`src/msc_pkg.sv`:
```
// How it works
// - Continuous mode repeats shunt then bus conversions with no host action.
// - Each shunt sample yields a current scaled by the calibration value.
// - Power uses the latest current and the bus sample.
// - Samples and derived values accumulate until the averaging count is met.
// - Without a loaded calibration value, current and power are zero.
// - Output values load only once averaging has completed.
// - Output values hold until the next complete result set.
// - Reading results never disturbs a conversion in progress.
// - Mode codes also allow shunt-only or bus-only conversion.
// - Current and power math runs alongside conversion, adding no time.
// - Writing a triggered mode starts exactly one measurement set.
// - Power-down stops conversions until an active mode is written.
// - Leaving power-down needs a recovery interval before valid conversions.
// - Registers stay writable and readable while powered down.
// - Conversion-ready sets when a whole cycle, averaging and math included, ends.
// - A mode write clears conversion-ready unless it selects power-down.
// - Reading the status clears conversion-ready.
// - Bus result uses a fixed 1.25 mV step, full scale 40.96 V.
`default_nettype none
package msc_pkg;
	localparam logic [2:0] MODE_PD0 = 3'h0;
	localparam logic [2:0] MODE_SHUNT_TRIG = 3'h1;
	localparam logic [2:0] MODE_BUS_TRIG = 3'h2;
	localparam logic [2:0] MODE_BOTH_TRIG = 3'h3;
	localparam logic [2:0] MODE_PD1 = 3'h4;
	localparam logic [2:0] MODE_BOTH_CONT = 3'h7;
	localparam int MODE_BIT_SHUNT = 0;
	localparam int MODE_BIT_BUS = 1;
	localparam int MODE_BIT_CONT = 2;
	localparam logic [2:0] RESET_MODE = MODE_BOTH_CONT;
	localparam int DATA_W = 16;
	localparam int CAL_W = 16;
	localparam int ACC_W = 32;
	localparam int AVG_W = 4;
	localparam int AVG_LOG2_MAX = 10;
	localparam int SAMP_W = AVG_LOG2_MAX + 1;
	localparam int CUR_SHIFT = 11;
	localparam int PWR_SHIFT = 13;
	localparam int CLK_HZ = 200_000_000;
	localparam int RECOVERY_MS = 40;
	localparam int RECOVERY_CYCLES = RECOVERY_MS * (CLK_HZ / 1000);
	localparam int BUS_LSB_UV = 1250;
	localparam int BUS_FULL_SCALE_MV = 40960;
	localparam int BUS_CODE_W = 15;
	localparam int CH_SHUNT = 0;
	localparam int CH_BUS = 1;
	localparam int CH_CUR = 2;
	localparam int CH_PWR = 3;
	localparam int N_CH = 4;

	typedef struct packed {
		logic [DATA_W-1:0] shunt;
		logic [DATA_W-1:0] bus;
		logic [DATA_W-1:0] current;
		logic [DATA_W-1:0] power;
	} msc_result_s;

	typedef enum logic [5:0] {
		ST_PD = 6'h01,
		ST_REC = 6'h02,
		ST_IDLE = 6'h04,
		ST_SHUNT = 6'h08,
		ST_BUS = 6'h10,
		ST_DONE = 6'h20
	} msc_state_e;

	function automatic logic msc_is_pd(input logic [2:0] m);
		return m[1:0] == 2'h0;
	endfunction : msc_is_pd
endpackage : msc_pkg
`default_nettype wire

```
`src/msc_accum.sv`:
```
`timescale 1ns/10ps
`default_nettype none
module msc_accum
	import msc_pkg::*;
#(
	parameter int ACC_WIDTH = msc_pkg::ACC_W
)
(
	input wire logic clk,
	input wire logic resetn,
	input wire logic clr,
	input wire logic [msc_pkg::N_CH-1:0] add_en,
	input wire logic [msc_pkg::N_CH-1:0][msc_pkg::DATA_W-1:0] sample,
	input wire logic [msc_pkg::AVG_W-1:0] avg_log2,
	output logic [msc_pkg::N_CH-1:0][msc_pkg::DATA_W-1:0] avg
);
	if (ACC_WIDTH < DATA_W + AVG_LOG2_MAX + 1)
	begin : g_chk
		$error("msc_accum: accumulator too narrow");
	end

	for (genvar g = 0; g < N_CH; g++)
	begin : g_ch
		logic signed [ACC_WIDTH-1:0] sum_r;
		logic signed [ACC_WIDTH-1:0] quot;
		always_ff @(posedge clk)
		begin
			if (!resetn || clr)
				sum_r <= '0;
			else if (add_en[g])
				sum_r <= sum_r + {{(ACC_WIDTH-DATA_W){sample[g][DATA_W-1]}}, sample[g]};
		end
		// Count is a power of two, so the average is an arithmetic shift
		assign quot = sum_r >>> avg_log2;
		assign avg[g] = quot[DATA_W-1:0];
	end
endmodule : msc_accum
`default_nettype wire

```
`src/msc_math.sv`:
```
`timescale 1ns/10ps
`default_nettype none
module msc_math
	import msc_pkg::*;
(
	input wire logic [msc_pkg::DATA_W-1:0] shunt,
	input wire logic [msc_pkg::DATA_W-1:0] bus,
	input wire logic [msc_pkg::CAL_W-1:0] cal,
	input wire logic cal_loaded,
	input wire logic [msc_pkg::DATA_W-1:0] cur_prev,
	output logic [msc_pkg::DATA_W-1:0] current,
	output logic [msc_pkg::DATA_W-1:0] power
);
	logic signed [DATA_W+CAL_W:0] cur_full;
	logic signed [DATA_W+CAL_W:0] cur_sh;
	logic signed [2*DATA_W:0] pwr_full;
	logic signed [2*DATA_W:0] pwr_sh;

	// Purely combinational so results are ready in the capture cycle
	assign cur_full = $signed(shunt) * $signed({1'b0, cal});
	assign cur_sh = cur_full >>> CUR_SHIFT;
	assign pwr_full = $signed(cur_prev) * $signed({1'b0, bus});
	assign pwr_sh = pwr_full >>> PWR_SHIFT;
	assign current = cal_loaded ? cur_sh[DATA_W-1:0] : '0;
	assign power = cal_loaded ? pwr_sh[DATA_W-1:0] : '0;
endmodule : msc_math
`default_nettype wire

```
`src/msc_sequencer.sv`:
```
`timescale 1ns/10ps
`default_nettype none
module msc_sequencer
	import msc_pkg::*;
#(
	parameter int RECOVERY_CYCLES_P = msc_pkg::RECOVERY_CYCLES
)
(
	input wire logic REF_CLK,
	input wire logic RESETN,
	input wire logic CFG_WR,
	input wire logic [2:0] CFG_MODE,
	input wire logic [msc_pkg::AVG_W-1:0] AVG_LOG2,
	input wire logic CAL_WR,
	input wire logic [msc_pkg::CAL_W-1:0] CAL_VAL,
	input wire logic STATUS_RD,
	input wire logic ADC_DONE,
	input wire logic [msc_pkg::DATA_W-1:0] ADC_DATA,
	output logic ADC_START,
	output logic ADC_CH,
	output msc_pkg::msc_result_s RESULT,
	output logic CONV_READY,
	output logic BUSY,
	output logic POWERED_DOWN
);
	if (RECOVERY_CYCLES_P < 1)
	begin : g_chk_rec
		$error("msc_sequencer: recovery count must be at least one");
	end
	if (BUS_LSB_UV * (1 << BUS_CODE_W) != BUS_FULL_SCALE_MV * 1000)
	begin : g_chk_bus
		$error("msc_sequencer: bus code width does not match full scale");
	end

	msc_state_e st_r;
	logic [2:0] mode_r;
	logic [AVG_W-1:0] avg_r;
	logic [CAL_W-1:0] cal_r;
	logic cal_loaded_r;
	logic trig_r;
	logic ready_r;
	logic [31:0] rec_cnt_r;
	logic [SAMP_W-1:0] samp_cnt_r;
	logic [DATA_W-1:0] current_r;
	logic adc_start_r;
	logic adc_ch_r;
	msc_result_s res_r;
	logic done_s1, done_s2, done_s3;
	logic [DATA_W-1:0] data_s1, data_s2;
	logic adc_evt;
	logic cont;
	logic first_bus;
	logic start_cycle;
	logic shunt_cap;
	logic bus_cap;
	logic sample_end;
	logic last;
	logic launch_nxt;
	logic ch_nxt;
	logic [DATA_W-1:0] bus_code;
	logic [DATA_W-1:0] cur_calc;
	logic [DATA_W-1:0] pwr_calc;
	logic [N_CH-1:0] add_en;
	logic [N_CH-1:0][DATA_W-1:0] sample;
	logic [N_CH-1:0][DATA_W-1:0] avg;

	// Conversion data and done arrive from the converter's domain
	always_ff @(posedge REF_CLK)
	begin
		if (!RESETN)
		begin
			done_s1 <= 1'b0;
			done_s2 <= 1'b0;
			done_s3 <= 1'b0;
			data_s1 <= '0;
			data_s2 <= '0;
		end
		else
		begin
			done_s1 <= ADC_DONE;
			done_s2 <= done_s1;
			done_s3 <= done_s2;
			data_s1 <= ADC_DATA;
			data_s2 <= data_s1;
		end
	end

	assign adc_evt = done_s2 & ~done_s3;
	assign cont = mode_r[MODE_BIT_CONT] & ~msc_is_pd(mode_r);
	assign first_bus = ~mode_r[MODE_BIT_SHUNT];
	assign start_cycle = (st_r == ST_IDLE) && (cont || trig_r) && !CFG_WR;
	assign shunt_cap = (st_r == ST_SHUNT) && adc_evt && !CFG_WR;
	assign bus_cap = (st_r == ST_BUS) && adc_evt && !CFG_WR;
	assign sample_end = (shunt_cap && !mode_r[MODE_BIT_BUS]) || bus_cap;
	assign last = samp_cnt_r == SAMP_W'((32'd1 << avg_r) - 32'd1);
	assign launch_nxt = start_cycle || (shunt_cap && mode_r[MODE_BIT_BUS]) || (sample_end && !last);
	assign ch_nxt = (shunt_cap && mode_r[MODE_BIT_BUS]) ? 1'b1 : first_bus;
	// Bus code keeps only the bits that span full scale at the fixed step
	assign bus_code = {{(DATA_W-BUS_CODE_W){1'b0}}, data_s2[BUS_CODE_W-1:0]};

	msc_math u_math (
		.shunt(data_s2),
		.bus(bus_code),
		.cal(cal_r),
		.cal_loaded(cal_loaded_r),
		.cur_prev(current_r),
		.current(cur_calc),
		.power(pwr_calc)
	);

	// Raw samples feed the sums in the capture cycle, so averaging adds no latency
	assign add_en[CH_SHUNT] = shunt_cap;
	assign add_en[CH_CUR] = shunt_cap;
	assign add_en[CH_BUS] = bus_cap;
	assign add_en[CH_PWR] = bus_cap;
	assign sample[CH_SHUNT] = data_s2;
	assign sample[CH_CUR] = cur_calc;
	assign sample[CH_BUS] = bus_code;
	assign sample[CH_PWR] = pwr_calc;

	msc_accum u_accum (
		.clk(REF_CLK),
		.resetn(RESETN),
		.clr(start_cycle),
		.add_en(add_en),
		.sample(sample),
		.avg_log2(avg_r),
		.avg(avg)
	);

	// Configuration is accepted in every state, power-down included
	always_ff @(posedge REF_CLK)
	begin
		if (!RESETN)
		begin
			mode_r <= RESET_MODE;
			avg_r <= '0;
		end
		else if (CFG_WR)
		begin
			mode_r <= CFG_MODE;
			avg_r <= (AVG_LOG2 > AVG_W'(AVG_LOG2_MAX)) ? AVG_W'(AVG_LOG2_MAX) : AVG_LOG2;
		end
	end

	always_ff @(posedge REF_CLK)
	begin
		if (!RESETN)
		begin
			cal_r <= '0;
			cal_loaded_r <= 1'b0;
		end
		else if (CAL_WR)
		begin
			cal_r <= CAL_VAL;
			cal_loaded_r <= 1'b1;
		end
	end

	// Each write of a triggered code arms one set, even if the code is unchanged
	always_ff @(posedge REF_CLK)
	begin
		if (!RESETN)
			trig_r <= 1'b0;
		else if (CFG_WR)
			trig_r <= ~CFG_MODE[MODE_BIT_CONT] & ~msc_is_pd(CFG_MODE);
		else if (start_cycle)
			trig_r <= 1'b0;
	end

	// A mode write aborts the set in flight; a late done from it is ignored only until the next set enters ST_SHUNT or ST_BUS
	always_ff @(posedge REF_CLK)
	begin
		if (!RESETN)
			st_r <= msc_is_pd(RESET_MODE) ? ST_PD : ST_IDLE;
		else if (CFG_WR)
		begin
			if (msc_is_pd(CFG_MODE))
				st_r <= ST_PD;
			else if (st_r == ST_PD || st_r == ST_REC)
				st_r <= ST_REC;
			else
				st_r <= ST_IDLE;
		end
		else
		begin
			case (st_r)
				ST_PD: st_r <= ST_PD;
				ST_REC: if (rec_cnt_r == 32'(RECOVERY_CYCLES_P - 1)) st_r <= ST_IDLE;
				ST_IDLE: if (start_cycle) st_r <= first_bus ? ST_BUS : ST_SHUNT;
				ST_SHUNT:
					if (shunt_cap)
						st_r <= mode_r[MODE_BIT_BUS] ? ST_BUS : (last ? ST_DONE : ST_SHUNT);
				ST_BUS:
					if (bus_cap)
						st_r <= last ? ST_DONE : (first_bus ? ST_BUS : ST_SHUNT);
				ST_DONE: st_r <= ST_IDLE;
				default: st_r <= ST_IDLE;
			endcase
		end
	end

	always_ff @(posedge REF_CLK)
	begin
		if (!RESETN || CFG_WR || st_r != ST_REC)
			rec_cnt_r <= '0;
		else
			rec_cnt_r <= rec_cnt_r + 32'h1;
	end

	always_ff @(posedge REF_CLK)
	begin
		if (!RESETN || start_cycle)
			samp_cnt_r <= '0;
		else if (sample_end && !last)
			samp_cnt_r <= samp_cnt_r + SAMP_W'(1);
	end

	always_ff @(posedge REF_CLK)
	begin
		if (!RESETN)
			current_r <= '0;
		else if (shunt_cap)
			current_r <= cur_calc;
	end

	always_ff @(posedge REF_CLK)
	begin
		if (!RESETN)
		begin
			adc_start_r <= 1'b0;
			adc_ch_r <= 1'b0;
		end
		else
		begin
			adc_start_r <= launch_nxt;
			if (launch_nxt)
				adc_ch_r <= ch_nxt;
		end
	end

	// Results change only here; there is no read path back into the sequencer
	always_ff @(posedge REF_CLK)
	begin
		if (!RESETN)
			res_r <= '0;
		else if (st_r == ST_DONE)
		begin
			if (mode_r[MODE_BIT_SHUNT])
			begin
				res_r.shunt <= avg[CH_SHUNT];
				res_r.current <= avg[CH_CUR];
			end
			if (mode_r[MODE_BIT_BUS])
			begin
				res_r.bus <= avg[CH_BUS];
				res_r.power <= avg[CH_PWR];
			end
		end
	end

	// Setting wins over a clear landing in the same cycle
	always_ff @(posedge REF_CLK)
	begin
		if (!RESETN)
			ready_r <= 1'b0;
		else if (st_r == ST_DONE)
			ready_r <= 1'b1;
		else if ((CFG_WR && !msc_is_pd(CFG_MODE)) || STATUS_RD)
			ready_r <= 1'b0;
	end

	assign ADC_START = adc_start_r;
	assign ADC_CH = adc_ch_r;
	assign RESULT = res_r;
	assign CONV_READY = ready_r;
	assign BUSY = (st_r == ST_SHUNT) || (st_r == ST_BUS) || (st_r == ST_DONE);
	assign POWERED_DOWN = st_r == ST_PD;
endmodule : msc_sequencer
`default_nettype wire

```
`config.mk`:
```
export PLATFORM = sky130hd
export DESIGN_NAME = msc_sequencer
export DESIGN_NICKNAME = d
export VERILOG_FILES = /design/src/msc_pkg.sv /design/src/msc_accum.sv /design/src/msc_math.sv /design/src/msc_sequencer.sv
export SDC_FILE = /design/constraint.sdc
export NUM_CORES = 2
export LEC_CHECK = 0
export BUFFER_PORTS_ARGS = -buffer_cell sky130_fd_sc_hd__buf_2
export CELL_PAD_IN_SITES_DETAIL_PLACEMENT = 2
export CELL_PAD_IN_SITES_GLOBAL_PLACEMENT = 2
export CORE_ASPECT_RATIO = 0.75
export CORE_UTILIZATION = 40
export CTS_CLUSTER_DIAMETER = 30
export CTS_CLUSTER_SIZE = 14
export DETAILED_ROUTE_END_ITERATION = 16
export MAX_ROUTING_LAYER = met4
export PLACE_DENSITY_LB_ADDON = 0.15
export SLEW_MARGIN = 20
export SYNTH_ARGS = -nofsm -noshare
export SYNTH_HDL_FRONTEND = slang
export SYNTH_SLANG_ARGS = --single-unit
```
`constraint.sdc`:
```
create_clock -name REF_CLK -period 22.6 [get_ports REF_CLK]
set_input_delay 1.13 -clock REF_CLK [delete_from_list [all_inputs] [get_ports REF_CLK]]
set_output_delay 1.13 -clock REF_CLK [all_outputs]
set_load 0.005 [all_outputs]
```
Word level (Yosys, flattened, before mapping)
Cells that the tools add are included.

word-level totals
  register bits = 320
  input bits = 45
  output and inout bits = 69
  logic and storage cells = 114

operators by class
  add/subtract/negate cells = 7
  multiply operators = 2
  $lt $le $gt $ge = 1
  equality and inequality tests = 13
  shift operators = 5
  muxes and demuxes = 20
  bitwise gates (word level) = 8
  reduce and logical (&&, ||, !) cells = 33

operators by type and width
  kind                                                 number
  >>> shifter 32 x 4 -> 16 bit                         4
  adder 32 bit                                         3
  two-way mux 6 bit                                    8
  adder 32 x 1 -> 32 bit (second input constant)       1
  adder 32 x 15 -> 32 bit                              1
  == test 32 x 23 -> 1 bit (second input constant)     1
  two-way mux 16 bit                                   2
  one-hot mux 6 bit (5 select lines)                   1
  multiplier 16 x 16 -> 29 bit                         1
  multiplier 16 x 17 -> 27 bit                         1
  adder 11 x 1 -> 11 bit (second input constant)       1
  == test 11 bit                                       1
  logical OR 1 bit                                     11
  << shifter 1 x 4 -> 11 bit (first input constant)    1
  subtractor 11 x 1 -> 11 bit (second input constant)  1
  logical AND 1 bit                                    10
  inequality test 3 bit (second input constant)        3
  == test 6 x 1 -> 1 bit (second input constant)       1
  == test 6 x 2 -> 1 bit (second input constant)       1
  == test 6 x 3 -> 1 bit (second input constant)       1
  == test 6 x 4 -> 1 bit (second input constant)       1
  == test 6 x 5 -> 1 bit (second input constant)       1
  == test 6 bit (second input constant)                1
  two-way mux 3 bit                                    2
  13 further kinds                                     30

Depth between registers and ports, before layout
  depth after elaboration = 9
  gate-level depth with buffers = 39
  gate-level depth less buffers = 38

Hierarchy
A second synthesis with hierarchy kept.

unflattened totals
  cell total of the unflattened synthesis = 4623
  area, all modules = 38625.8 sq um

modules (own cells, without submodules)
  module         times used  cells an instance  area each (sq um)
  msc_math       1           1878               16184.3
  msc_accum      1           1867               14741.6
  msc_sequencer  1           878                7699.9

Worst setup path before layout
No wires, ideal clock.

  path kind = reg2reg
  start point = reg current_r[15]
  end point = reg u_accum.g_ch[3].sum_r[30]
  setup time = 0.125 ns
  arrival time = 8.586 ns
  data required time = 22.475 ns
  path slack = 13.889 ns
  cell stages (with the launch flop) = 34
  path buffers = 1
  period minus slack after synthesis = 8.711 ns
  cell sequence = dfxtp_1 -> clkbuf_1 -> nand2_1 -> fa_1 -> fa_1 -> inv_1 -> fa_1 -> fa_1 -> fa_1 -> inv_1 -> fa_1 -> inv_1 -> ha_1 -> a21o_1 -> a21o_1 -> a21o_1 -> a211oi_1 -> o21a_1 -> o21ai_0 -> a31oi_1 -> o211ai_1 -> nor2_1 -> ha_1 -> a21o_1 -> a21o_1 -> a21o_1 -> a21o_1 -> a21o_1 -> nor3_1 -> a21oi_1 -> a221oi_2 -> nor2_1 -> a311oi_1 -> nand3_1

on the way
  longest elaborated chain between the ends = 3

RTL lines
  item                          line                  RTL
  start, declared               msc_sequencer.sv:44   logic [DATA_W-1:0] current_r;
  start signal, assigned        msc_sequencer.sv:224  current_r <= cur_calc;
  multiplier 16 x 16 -> 29 bit  msc_math.sv:22        assign pwr_full = $signed(cur_prev) * $signed({1'b0, bus});
  two-way mux 16 bit            msc_math.sv:25        assign power = cal_loaded ? pwr_sh[DATA_W-1:0] : '0;
  adder 32 bit                  msc_accum.sv:31       sum_r <= sum_r + {{(ACC_WIDTH-DATA_W){sample[g][DATA_W-1]}}, sample[g]};
  end signal, assigned          msc_accum.sv:31
  end, declared                 msc_accum.sv:24       logic signed [ACC_WIDTH-1:0] sum_r;

Every way passes these cells.
A chain may end at the register's enable or synchronous reset.

Worst setup path after layout
  start point = reg cal_r[7]
  end point = reg u_accum.g_ch[2].sum_r[30]

on the way
  longest elaborated chain between the ends = 3

RTL lines
  item                          line                  RTL
  start, declared               msc_sequencer.sv:38   logic [CAL_W-1:0] cal_r;
  start signal, assigned        msc_sequencer.sv:150  cal_r <= '0;
  start signal, assigned        msc_sequencer.sv:155  cal_r <= CAL_VAL;
  multiplier 16 x 17 -> 27 bit  msc_math.sv:20        assign cur_full = $signed(shunt) * $signed({1'b0, cal});
  two-way mux 16 bit            msc_math.sv:24        assign current = cal_loaded ? cur_sh[DATA_W-1:0] : '0;
  named net cur_calc[13]        msc_sequencer.sv:61   logic [DATA_W-1:0] cur_calc;
  adder 32 bit                  msc_accum.sv:31
  end signal, assigned          msc_accum.sv:31
  end, declared                 msc_accum.sv:24

The timed path passes the listed nets, and every way through them passes these cells.

==> results.yml <==
status:
  outcome: "completed"
global_route:
  grt_pass1_vias: 35600
  grt_remaining_overflow: 0
  antenna_found_initial: 4
  grt_pass1_wl_mm: 207
  grt_use_total: 0.290
  grt_max_degree: 80
power_and_ir_drop:
  peakVddDrop_v: 0.0000529
  switchingPower_w: 0.000602
  power.leakage_nw: 19.0
  cell_internal_pwr_w: 0.00157
  powerDensity_nw_per_um2: 52.1
  p_sw_frac: 0.277
  clkPwrFrac: 0.627
  seq_power_share: 0.269
  power_frac_comb: 0.103
synthesis:
  syn-cell-area_um2: 36900
  syn_nets: 5089
  synth.avg_cell_area_um2: 8.45
  synth-edff-count: 0
  syn_inst: 4363
  synth_top_area_cell: "fa_1"
  synthTopCellsByArea: "fa_1, dfxtp_1, ha_1"
  synth_top_area_share: 0.225
  yosysMostFrequentCell: "nand2_1"
  synth_common_cells: "nand2_1, inv_1, fa_1, dfxtp_1, and2_1"
  ys_seq_area_frac: 0.172
  synth-async-reset-ratio: 0
  ys_ff_latch: 316
  synthFlopType: "dfxtp_1"
  ys_types: 82
  yosys_warnings: 0
cts:
  cts_tree: "done"
  clk_latency_ns: 0.69
  htreeDepth: 3
  post-cts-setup-buffer-count: 0
  numCtsBuffers: 92
  clk_pin_slew_ns: 0.05
  clock-root-buffer: "clkbuf_16"
  hold_buffers: 0
  clk_path_buf_depth: 3
  cts.sinks: 316
  cts-resized-gates: 0
placed_design:
  hpwl_mm: 92.6
  gp_congestion: 0.829
  dp_cells: 5503
  io_buffers: 113
detailed_routing:
  drt-pass1-iter-count: 5
  top_layer: "met4"
  wirelength_mm: 129
  route.detailed.drc: 0
  wl_met3_mm: 6.39
  wl_per_cell_um: 22.8
  antenna_left: 0
  initialDrtViolationCount: 1634
  via_per_inst: 5.52
  vias: 31300
  met1Wirelength_mm: 59.1
  met2_length_mm: 60.7
worst_setup_path:
  cp.required_ns: 23.19
  arrival_ns: 10.96
  cp_max_fo: 17
  cp_common_cell: "fa_1"
  start_kind: "flop"
  cp-end-kind: "flop"
  slowest_stage: "dfxtp_1"
  worstSetupPathType: "reg2reg"
  cpPeakStageDelay_ns: 0.85
floorplan:
  die_w_um: 353
  fp.dieH_um: 265
  start_util: 0.403
  row_count: 96
  core_um2: 91400
  die_area_um2: 93400
  pin_count: 114
run:
  maxCapViolations: 0
layout:
  fin_nets: 5098
  final_cell_count_no_fill: 5674
  layout-drive-gt1-share: 0.101
  area_growth_pct: 13.1
sta:
  setup_violations: 0
  finalWorstPathRequiredPeriod_ns: 10.36
  hold_viol_final: 0
  tns_ns: 0
  tightest_slew_ns: 1.11
  max-slew-margin-rel: 0.258
  fmax_mhz: 96.5
  finClkSkew_ns: 0.0582
  rsz0062_at_grt: "false"
  slew_viol_final: 0
  period_share: 0.459
hold_path:
  worst_hold_path_type: "reg2reg"
layer usage:
layer | track usage | up-vias
li1 | - | 14300
met1 | 0.374 | 16200
met2 | 0.469 | 608
met3 | 0.0552 | 208
met4 | 0.0680 | 0
met5 | - | -
per-stage QoR:
step	total power [W]	cell area [um2]	hold slack [ns]	setup WS [ns]	util
finish	0.00217	41700	0.430	12.24	0.456
CTS	0.00220	41700	0.435	12.10	0.456
global placement	0.000806	38400	0.417	12.48	0.420
floorplan	0.000736	36900	0.412	13.89	-
global route	0.00225	41700	0.455	11.55	0.456
detailed placement	0.000815	38400	0.422	12.16	0.420
worst max-delay path: cells and delay by family, from the launching register on:
family,cells,cell delay [ns]
adders and majority gates,8,3.81
AOI/OAI and AO/OA,13,3.31
and+or+nand+nor,8,1.88
DFF,1,0.85
buffers and inverters,5,0.29
xor gates and xnor gates,1,0.14
cells in the final DEF (no fill, tap or decap), drive strengths merged, types with 133 or more instances in the layout:
| cell | count |
|---|---|
| o21ai | 133 |
| and2 | 309 |
| dfxtp | 316 |
| inv | 534 |
| ha | 266 |
| buf | 153 |
| nand2 | 588 |
| fa | 415 |
| nor2 | 269 |
| a21oi | 255 |
sequential cells by signal, indices dropped and copies added (netlist names), 6 cells and up:
name	flops
cal_r	16
data_s2	16
RESULT	64
data_s1	16
current_r	16
rec_cnt_r	32
u_accum.g_ch.sum_r	124
samp_cnt_r	11
st_r	6
cells by family (layout without fill, tap and decap cells):
family / after synthesis / count (layout) / share of synthesized area
simple gates: 1499 / 1499 / 0.194
buf+inv: 767 / 852 / 0.0787
compound gates: 724 / 724 / 0.125
fa+ha+maj: 681 / 681 / 0.316
flops: 316 / 316 / 0.172
mux: 191 / 191 / 0.0707
xor+xnor: 185 / 185 / 0.0440
other cells: 0 / 1 / 0
power groups by stage:
stage          registers [W]  clock network, W  logic [W]
3_5_place_dp        0.000594                 0   0.000221
5_1_grt             0.000585           0.00142   0.000247
3_3_place_gp        0.000593                 0   0.000212
6_report            0.000584           0.00136   0.000225
4_1_cts             0.000584           0.00139   0.000225
2_1_floorplan       0.000580                 0   0.000156
worst paths after layout:
path         slack (ns)                        end         from  cells after the start
max               12.24  u_accum.g_ch[2].sum_r[30]     cal_r[7]                     35
min                0.43                data_s2[14]  data_s1[14]                      1
max reg2reg       12.24  u_accum.g_ch[2].sum_r[30]     cal_r[7]                     35
min reg2reg        0.43                data_s2[14]  data_s1[14]                      1
area by class of cell:
cell class / count / area [um2]
clock buffers: 121 / 2560
well taps: 1225 / 1530
inverters: 529 / 1990
diodes: 1 / 2.50
fillers: 10000 / 49700
multi-input cells: 3280 / 27700
repair buffers: 153 / 868
flip-flops and latches: 316 / 6340
clock inverters: 49 / 706
(Power assumes the default switching activity.)
